`config.mk`:
```
export PLATFORM = sky130hd
export DESIGN_NAME = gpa_port
export DESIGN_NICKNAME = d
export VERILOG_FILES = /design/src/hdl/gpa_pkg.sv /design/src/hdl/gpa_port.sv
export VERILOG_INCLUDE_DIRS = /design/src /design/src/hdl
export SDC_FILE = /design/constraint.sdc
export NUM_CORES = 1
export LEC_CHECK = 0
export ABC_AREA = 1
export BUFFER_PORTS_ARGS = -buffer_cell sky130_fd_sc_hd__buf_4
export CORE_AREA = 5 5 146 120
export CTS_CLUSTER_SIZE = 25
export DETAILED_ROUTE_END_ITERATION = 8
export DIE_AREA = 0 0 151 125
export PLACE_DENSITY = 0.79
export SLEW_MARGIN = 10
export SYNTH_ARGS = -nofsm -noshare
export SYNTH_HDL_FRONTEND = slang
export SYNTH_SLANG_ARGS = --single-unit
```
`constraint.sdc`:
```
create_clock -name hclk -period 2.25 [get_ports hclk]
set_input_delay 0.225 -clock hclk [delete_from_list [all_inputs] [get_ports hclk]]
set_output_delay 0.225 -clock hclk [all_outputs]
set_load 0.03 [all_outputs]
```
`src/hdl/gpa_regs.svh`:
```
// register offsets, field positions and reset values of the port block
`ifndef GPA_REGS_SVH
`define GPA_REGS_SVH
`define GPA_IDX_D_DATA     8'h03
`define GPA_IDX_E_DATA     8'h08
`define GPA_IDX_F_DATA     8'h09
`define GPA_IDX_D_DIR      8'h07
`define GPA_IDX_E_DIR      8'h0C
`define GPA_IDX_F_DIR      8'h0D
`define GPA_IDX_PERIPH     8'h10
`define GPA_DIR_RESET      8'h00
`define GPA_PERIPH_RESET   32'h0000_0000
`define GPA_PF_SPI_EN      0
`define GPA_PF_SPI_MSTR    1
`define GPA_PF_MODF_EN     2
`define GPA_PF_SCI_EN      3
`define GPA_PF_TA_LSB      8
`define GPA_PF_TA_W        6
`define GPA_PF_TB_LSB      16
`define GPA_PF_TB_W        2
`define GPA_F_MASK         8'h7F
`endif

```
`src/hdl/gpa_pkg.sv`:
```
// types shared by the port block
package gpa_pkg;
	typedef struct packed {
		logic [7:0] d;
		logic [7:0] e;
		logic [7:0] f;
	} gpa_pins_t;
	typedef struct packed {
		logic       spi_enable_bit;
		logic       spi_master_select;
		logic       mode_fault_enable;
		logic       serial_iface_enable;
		logic [5:0] timer_a_active;
		logic [1:0] timer_b_active;
	} gpa_periph_cfg_t;
	// peripheral side of the shared pins: spi sck,mosi,miso,ss; sci rx,tx; timer a 0..5; timer b 0..1
	typedef struct packed {
		logic [3:0] spi;
		logic [1:0] sci;
		logic [5:0] ta;
		logic [1:0] tb;
	} gpa_periph_sig_t;
endpackage : gpa_pkg

```
`src/hdl/gpa_port.sv`:
```
// general-purpose ports d, e and f with peripheral pin sharing on e and f and an ahb-lite register slave
//
// Our own choice: register access over AHB-Lite.
`include "gpa_regs.svh"
`timescale 1ns/10ps
module gpa_port (
	// clock and reset
	input  wire logic                      hclk,
	input  wire logic                      hresetn,
	// ahb-lite slave
	input  wire logic                      hsel,
	input  wire logic [31:0]               haddr,
	input  wire logic [1:0]                htrans,
	input  wire logic                      hwrite,
	input  wire logic [2:0]                hsize,
	input  wire logic [31:0]               hwdata,
	input  wire logic                      hready,
	output logic      [31:0]               hrdata,
	output logic                           hreadyout,
	output logic                           hresp,
	// pads
	input  wire gpa_pkg::gpa_pins_t        pin_in,
	output gpa_pkg::gpa_pins_t             pin_out,
	output gpa_pkg::gpa_pins_t             pin_oe,
	// peripherals
	input  wire gpa_pkg::gpa_periph_sig_t  periph_out,
	input  wire gpa_pkg::gpa_periph_sig_t  periph_oe,
	output gpa_pkg::gpa_periph_sig_t       periph_in,
	output gpa_pkg::gpa_periph_cfg_t       periph_cfg
);
	import gpa_pkg::*;

	logic [7:0]  port_d_data;
	logic [7:0]  port_e_data;
	logic [6:0]  port_f_data;
	logic [7:0]  port_d_direction;
	logic [7:0]  port_e_direction;
	logic [6:0]  port_f_direction;
	logic [31:0] periph_reg;
	gpa_pins_t   sync1;
	gpa_pins_t   sync2;
	gpa_pins_t   sync3;
	gpa_pins_t   pin_level;
	logic        wr_pend;
	logic [7:0]  wr_idx;
	logic [7:0]  e_claim;
	logic [6:0]  f_claim;
	logic [7:0]  e_alt_out;
	logic [7:0]  e_alt_oe;
	logic [6:0]  f_alt_out;
	logic [6:0]  f_alt_oe;
	logic        ss_used;
	logic [7:0]  next_rdata;
	logic        addr_ok;
	logic        access;

	// latch or pin per bit, shared by all three data reads
	function automatic logic [7:0] port_read(input logic [7:0] dir, input logic [7:0] lat, input logic [7:0] pin);
		port_read = (dir & lat) | (~dir & pin);
	endfunction : port_read

	assign access = hsel & hready & htrans[1];
	assign addr_ok = (haddr[1:0] == 2'h0) & (haddr[31:10] == 22'h0);
	assign hreadyout = 1'b1;
	assign hresp = 1'b0;

	// three stages, a change counts once the last two agree
	always_ff @(posedge hclk or negedge hresetn) begin
		if (!hresetn) begin
			sync1 <= '0;
			sync2 <= '0;
			sync3 <= '0;
			pin_level <= '0;
		end else begin
			sync1 <= pin_in;
			sync2 <= sync1;
			sync3 <= sync2;
			if (sync2 == sync3) begin
				pin_level <= sync3;
			end
		end
	end

	always_ff @(posedge hclk or negedge hresetn) begin
		if (!hresetn) begin
			wr_pend <= 1'b0;
			wr_idx <= 8'h00;
		end else begin
			wr_pend <= access & hwrite & addr_ok;
			wr_idx <= haddr[9:2];
		end
	end

	always_ff @(posedge hclk or negedge hresetn) begin
		if (!hresetn) begin
			port_d_direction <= `GPA_DIR_RESET;
			port_e_direction <= `GPA_DIR_RESET;
			port_f_direction <= 7'(`GPA_DIR_RESET);
			periph_reg <= `GPA_PERIPH_RESET;
		end else if (wr_pend) begin
			if (wr_idx == `GPA_IDX_D_DIR) begin
				port_d_direction <= hwdata[7:0];
			end
			if (wr_idx == `GPA_IDX_E_DIR) begin
				port_e_direction <= hwdata[7:0];
			end
			if (wr_idx == `GPA_IDX_F_DIR) begin
				port_f_direction <= hwdata[6:0];
			end
			if (wr_idx == `GPA_IDX_PERIPH) begin
				periph_reg <= hwdata;
			end
		end
	end

	// writes reach the latch whatever the direction
	always_ff @(posedge hclk) begin
		if (wr_pend && wr_idx == `GPA_IDX_D_DATA) begin
			port_d_data <= hwdata[7:0];
		end
		if (wr_pend && wr_idx == `GPA_IDX_E_DATA) begin
			port_e_data <= hwdata[7:0];
		end
		if (wr_pend && wr_idx == `GPA_IDX_F_DATA) begin
			port_f_data <= hwdata[6:0];
		end
	end

	assign periph_cfg.spi_enable_bit = periph_reg[`GPA_PF_SPI_EN];
	assign periph_cfg.spi_master_select = periph_reg[`GPA_PF_SPI_MSTR];
	assign periph_cfg.mode_fault_enable = periph_reg[`GPA_PF_MODF_EN];
	assign periph_cfg.serial_iface_enable = periph_reg[`GPA_PF_SCI_EN];
	assign periph_cfg.timer_a_active = periph_reg[`GPA_PF_TA_LSB +: `GPA_PF_TA_W];
	assign periph_cfg.timer_b_active = periph_reg[`GPA_PF_TB_LSB +: `GPA_PF_TB_W];

	// slave select released in master mode without fault detect
	assign ss_used = periph_cfg.spi_enable_bit & ~(periph_cfg.spi_master_select & ~periph_cfg.mode_fault_enable);

	always_comb begin
		e_claim = 8'h00;
		e_alt_out = 8'h00;
		e_alt_oe = 8'h00;
		e_claim[7] = periph_cfg.spi_enable_bit;
		e_alt_out[7] = periph_out.spi[3];
		e_alt_oe[7] = periph_cfg.spi_master_select & periph_oe.spi[3];
		// mosi and miso handed to spi
		e_claim[6] = periph_cfg.spi_enable_bit;
		e_claim[5] = periph_cfg.spi_enable_bit;
		e_alt_out[6] = periph_out.spi[2];
		e_alt_oe[6] = periph_oe.spi[2];
		e_alt_out[5] = periph_out.spi[1];
		e_alt_oe[5] = periph_oe.spi[1];
		e_claim[4] = ss_used;
		e_alt_out[4] = 1'b0;
		e_alt_oe[4] = 1'b0;
		// timer a channels 0 and 1
		e_claim[3:2] = periph_cfg.timer_a_active[1:0];
		e_alt_out[3:2] = periph_out.ta[1:0];
		e_alt_oe[3:2] = periph_oe.ta[1:0];
		e_claim[1] = periph_cfg.serial_iface_enable;
		e_alt_oe[1] = 1'b0;
		e_claim[0] = periph_cfg.serial_iface_enable;
		e_alt_out[0] = periph_out.sci[0];
		e_alt_oe[0] = 1'b1;
	end

	always_comb begin
		f_claim = 7'h00;
		f_alt_out = 7'h00;
		f_alt_oe = 7'h00;
		// timer a channels 2 to 5
		f_claim[3:0] = periph_cfg.timer_a_active[5:2];
		f_alt_out[3:0] = periph_out.ta[5:2];
		f_alt_oe[3:0] = periph_oe.ta[5:2];
		f_claim[5:4] = periph_cfg.timer_b_active;
		f_alt_out[5:4] = periph_out.tb;
		f_alt_oe[5:4] = periph_oe.tb;
	end

	assign pin_out.d = port_d_data;
	assign pin_oe.d = port_d_direction;
	// claimed port e pins ignore direction
	assign pin_out.e = (e_claim & e_alt_out) | (~e_claim & port_e_data);
	assign pin_oe.e = (e_claim & e_alt_oe) | (~e_claim & port_e_direction);
	// claimed port f pins ignore direction
	assign pin_out.f = {1'b0, (f_claim & f_alt_out) | (~f_claim & port_f_data)};
	assign pin_oe.f = {1'b0, (f_claim & f_alt_oe) | (~f_claim & port_f_direction)};

	// peripherals see synchronised pin levels
	assign periph_in.spi = pin_level.e[7:4];
	assign periph_in.sci = pin_level.e[1:0];
	assign periph_in.ta = {pin_level.f[3:0], pin_level.e[3:2]};
	assign periph_in.tb = pin_level.f[5:4];

	always_comb begin
		next_rdata = 8'h00;
		unique case (haddr[9:2])
			`GPA_IDX_D_DATA: next_rdata = port_read(port_d_direction, port_d_data, pin_level.d);
			`GPA_IDX_E_DATA: next_rdata = port_read(port_e_direction, port_e_data, pin_level.e);
			`GPA_IDX_F_DATA: next_rdata = port_read({1'b0, port_f_direction}, {1'b0, port_f_data},
				pin_level.f) & `GPA_F_MASK;
			`GPA_IDX_D_DIR: next_rdata = port_d_direction;
			`GPA_IDX_E_DIR: next_rdata = port_e_direction;
			`GPA_IDX_F_DIR: next_rdata = {1'b0, port_f_direction};
			default: next_rdata = 8'h00;
		endcase
	end

	// the control word is wider than a data byte, so it is read separately
	always_ff @(posedge hclk or negedge hresetn) begin
		if (!hresetn) begin
			hrdata <= 32'h0000_0000;
		end else if (access && !hwrite) begin
			if (!addr_ok) begin
				hrdata <= 32'h0000_0000;
			end else if (haddr[9:2] == `GPA_IDX_PERIPH) begin
				hrdata <= periph_reg & 32'h0003_3F0F;
			end else begin
				hrdata <= {24'h000000, next_rdata};
			end
		end
	end
endmodule : gpa_port

```
Word level (Yosys, flattened, before mapping)
Cells that the tools add are included.
W data, S select, Z words.

storage, ports and cells
  register bits after elaboration = 200
  input port bits = 126

operators by class
  equality and inequality tests = 15
  mux-type cells = 3
  reductions and logical operators = 11
  bitwise gates (word level) = 36

operators with widths
  kind                  number
  $and A8 B8 Y8         8
  $eq A8 B4 Y1 const B  8
  $pmux W8 S6           1
  $mux W32              1
  $or A8 B8 Y8          4
  $and A7 B7 Y7         4
  $eq A24 B24 Y1        1
  $not A8 Y8            3
  $logic_not A22 Y1     1
  $mux W18              1
  $eq A8 B2 Y1 const B  2
  $eq A8 B3 Y1 const B  2
  $eq A8 B5 Y1 const B  2
  $or A6 B7 Y7          2
  $and A6 B6 Y6         2
  $and A1 B1 Y1         8
  $reduce_and A2 Y1     4
  $not A6 Y7            1
  $not A7 Y7            1
  $or A7 B7 Y7          1
  $logic_and A1 B1 Y1   4
  $logic_not A2 Y1      1
  $not A1 Y1            2
  $logic_not A1 Y1      1

Logic depth before layout (Yosys ltp)
  depth after elaboration = 7
  gate-level depth with buffers = 11
  depth with buffers taken out = 10

Worst setup path after synthesis
Ideal clock, no wire load.

  kind = register to register
  from = register wr_idx[5]
  to = register port_f_data[0], enable pin
  arrival time = 1.401 ns
  data required time = 1.860 ns
  period minus slack after synthesis = 1.791 ns
  setup time = 0.390 ns
  stages on the path, launching flop included = 4
  slack = 0.459 ns
  cells stage by stage = dfrtp_1 > nor3_2 > nand2_2 > nor4_1

on the way
  cells in the longest elaborated chain, start to end = 2

ends and longest elaborated chain
  element                        RTL line         source
  start, declared                gpa_port.sv:45   logic [7:0] wr_idx;
  start signal, assigned         gpa_port.sv:90   wr_idx <= haddr[9:2];
  $eq A8 B4 Y1 (no line)         n/a
  $logic_and A1 B1 Y1 (no line)  n/a
  end signal, assigned           gpa_port.sv:125  port_f_data <= hwdata[6:0];
  end, declared                  gpa_port.sv:35   logic [6:0] port_f_data;

No other way between the ends.
A chain may end at the register's enable or synchronous reset.

==> out/metrics.cfg <==
[run_status]
outcome=complete, no violations

[clock_tree]
cts_repair_resize_count=0
clk_path_buf_depth=2
clkTransAtPathRegs_ns=0.06
cts_setup_buffers=0
htreeDepth=4
cts_sinks=178
clk_latency_ns=0.43
cts-root-buf=clkbuf_16
cts_inserted_buffers=17
cts_tree=yes
cts-hold-fix-buffers=39

[worst_setup_path]
cp-end-kind=output port
cp_max_fo=15
regToRegStartpoint=wr_idx[5]
ff2ff_setup_slack_ns=0.44
r2r_cells=6
crit_arrival_ns=1.83
critPathLaunchType=flop
r2r-end=port_d_direction[0]
crit_required_ns=2.03
path_class=flop to output port

[sta]
grt_setup_unrepaired=false
tns_ns=0
tightest_slew_ns=0.6359
period_needed_ns=2.058
relSlewSlack_pct=57.56
setup_violations=0
finalMaxSlewViolations=0
finClkSkew_ns=0.005188
hold_viol=0
clock.fmax_ghz=0.4859
fin_crit_sh_pct=91.47

[drt]
vias=6623
drt_pass1_iterations=6
routed_wl_um=20780
drtIter0Drc=453
drt-vias-per-instance=4.824
ant_nets=0
drc_errors=0
wl_per_cell_um=15.13

[floorplan]
die-area_mm2=0.01888
dieHeight_um=125
fp.dieW_um=151
rows=42
start_util_pct=48.72
ios=234
coreArea_mm2=0.01608

[logic_synthesis]
ys_types=32
synth_area_leaders=dfrtp_1 (50%), nand2_1 (15%), edfxtp_1 (8.8%)
synth-seq-area-share_pct=58.33
syn_area_mm2=0.007834
synth.avg_cell_area_um2=8.590
ys_seq_elements=178
postSynthCellCount=912
synthArstFlopShare_pct=87.08
synth_edf_count=23
synth_ff_type=dfrtp_1
synth_top_area_cell=dfrtp_1
ys.warnings.count=0
synth_top_area_share_pct=49.51

[cells_and_area]
finish.utilization_pct=64.38
layout-drive-gt1-share_pct=22.48
area_growth_pct=32.15
largestRegisters=sync1 x24, sync2 x24, sync3 x24
fin_nets=1265

[power_and_ir_drop]
ir_drop_uv=743.9
p_leak_nw=5.617
power_density_mw_per_mm2=663.9

[global_route]
grt_pass1_vias=6411
grt_max_degree=68
globalRouteTotalUtil_pct=22.18
grt_pass1_wl_um=32270
antenna_found_initial=1
grt_overflow=0

[hold_path]
hp-start=hwdata[1]
hold_path_end=port_e_data[1]
min_path_cells=1
hp-class=input pin to flop

[flow_run]
maxCapViolations=0

[placement]
gp_congestion=0.8949
io_buffers=188
dp.final_hpwl_um=15100

## power breakdown
part	switching, W	leakage [nW]	internal [W]
sequential	0.0000481	2.00	0.00333
combinational	0.000304	3.31	0.000245
clock	0.00123	0.302	0.00172
total	0.00158	5.62	0.00529
## area by class of cell
class / instances / area [µm²]
Timing Repair Buffer: 242 / 1933
Fill cell: 1315 / 5728
Tap cell: 220 / 275.3
Clock buffer: 25 / 549.3
Sequential cell: 178 / 4569
Antenna cell: 1 / 2.502
Clock inverter: 7 / 55.05
Multi-Input combinational cell: 589 / 2551
Inverter: 111 / 416.7
## through the flow
stage / setup slack [ns] / std cells / total power [W] / area (µm²) / hold slack, ns
2_1_floorplan: 0.4592 / 930 / 0.003677 / 7901 / -0.07059
3_3_place_gp: 0.5540 / 1300 / 0.003916 / 9345 / 0.2521
3_5_place_dp: 0.5287 / 1300 / 0.003933 / 9345 / 0.2612
4_1_cts: 0.2311 / 1371 / 0.006917 / 10340 / 0.0002938
5_1_grt: 0.1028 / 1373 / 0.007118 / 10350 / 0.008661
6_report: 0.1920 / 1373 / 0.006873 / 10350 / 0.02225
## how the worst max path moves through the flow
| stage | endpoint | slack (ns) | start |
|---|---|---|---|
| floorplan | port_f_data[0] | 0.46 | wr_idx[5] |
| global placement | port_d_direction[3] | 0.55 | wr_idx[5] |
| detailed placement | port_d_direction[3] | 0.53 | wr_idx[5] |
| CTS | pin_oe[12] | 0.23 | periph_reg[0] |
| global route | pin_oe[12] | 0.10 | periph_reg[0] |
| finish | pin_oe[12] | 0.19 | periph_reg[0] |
## cell usage after synthesis, types with 2 or more instances
master,instances
a21oi_1,4
buf_2,9
buf_4,40
clkbuf_1,2
conb_1,2
dfrtp_1,155
edfxtp_1,23
inv_1,108
inv_2,3
mux2_2,2
nand2_1,320
nand3_1,68
nand4_1,2
nor2_1,83
nor2_2,3
nor2_4,2
nor3_1,4
o21ai_0,58
o21ai_2,10
xor2_1,2
## logic make-up after synthesis
logic type | synth area share, %
compound gates | 5.175
other cells | 0.09587
mux | 0.2875
xor+xnor | 0.2236
simple gates | 25.92
flops | 58.33
buf+inv | 9.966
## worst max-delay path: stages (launching register included)
cell	delay [ns]
dfrtp_1	0.69
a21boi_0	0.40
nor2_1	0.12
buf_4	0.19
## metal layers
metal	track usage [%]	wire, µm
met1	27.69	8108
met2	36.54	10020
met3	5.789	1992
met4	9.435	650
met5	0	0
## layout by cell type (no fill, tap or decap), drive strengths merged
master	synthesis	layout
nand2	322	322
buf	50	202
dfrtp	155	155
inv	111	116
nor2	88	88
nand3	68	68
o21ai	68	68
dlygate4sd3	0	40
clkbuf	2	25
edfxtp	23	23
conb	2	20
nor3	6	6
a21oi	4	4
nand4	4	4
mux2	2	2
xor2	2	2
clkinv	0	2
diode	0	1
a21boi	1	1
nor3b	1	1
nor4	1	1
or2	1	1
and3	1	1
Power figures use the tool's default switching activity.
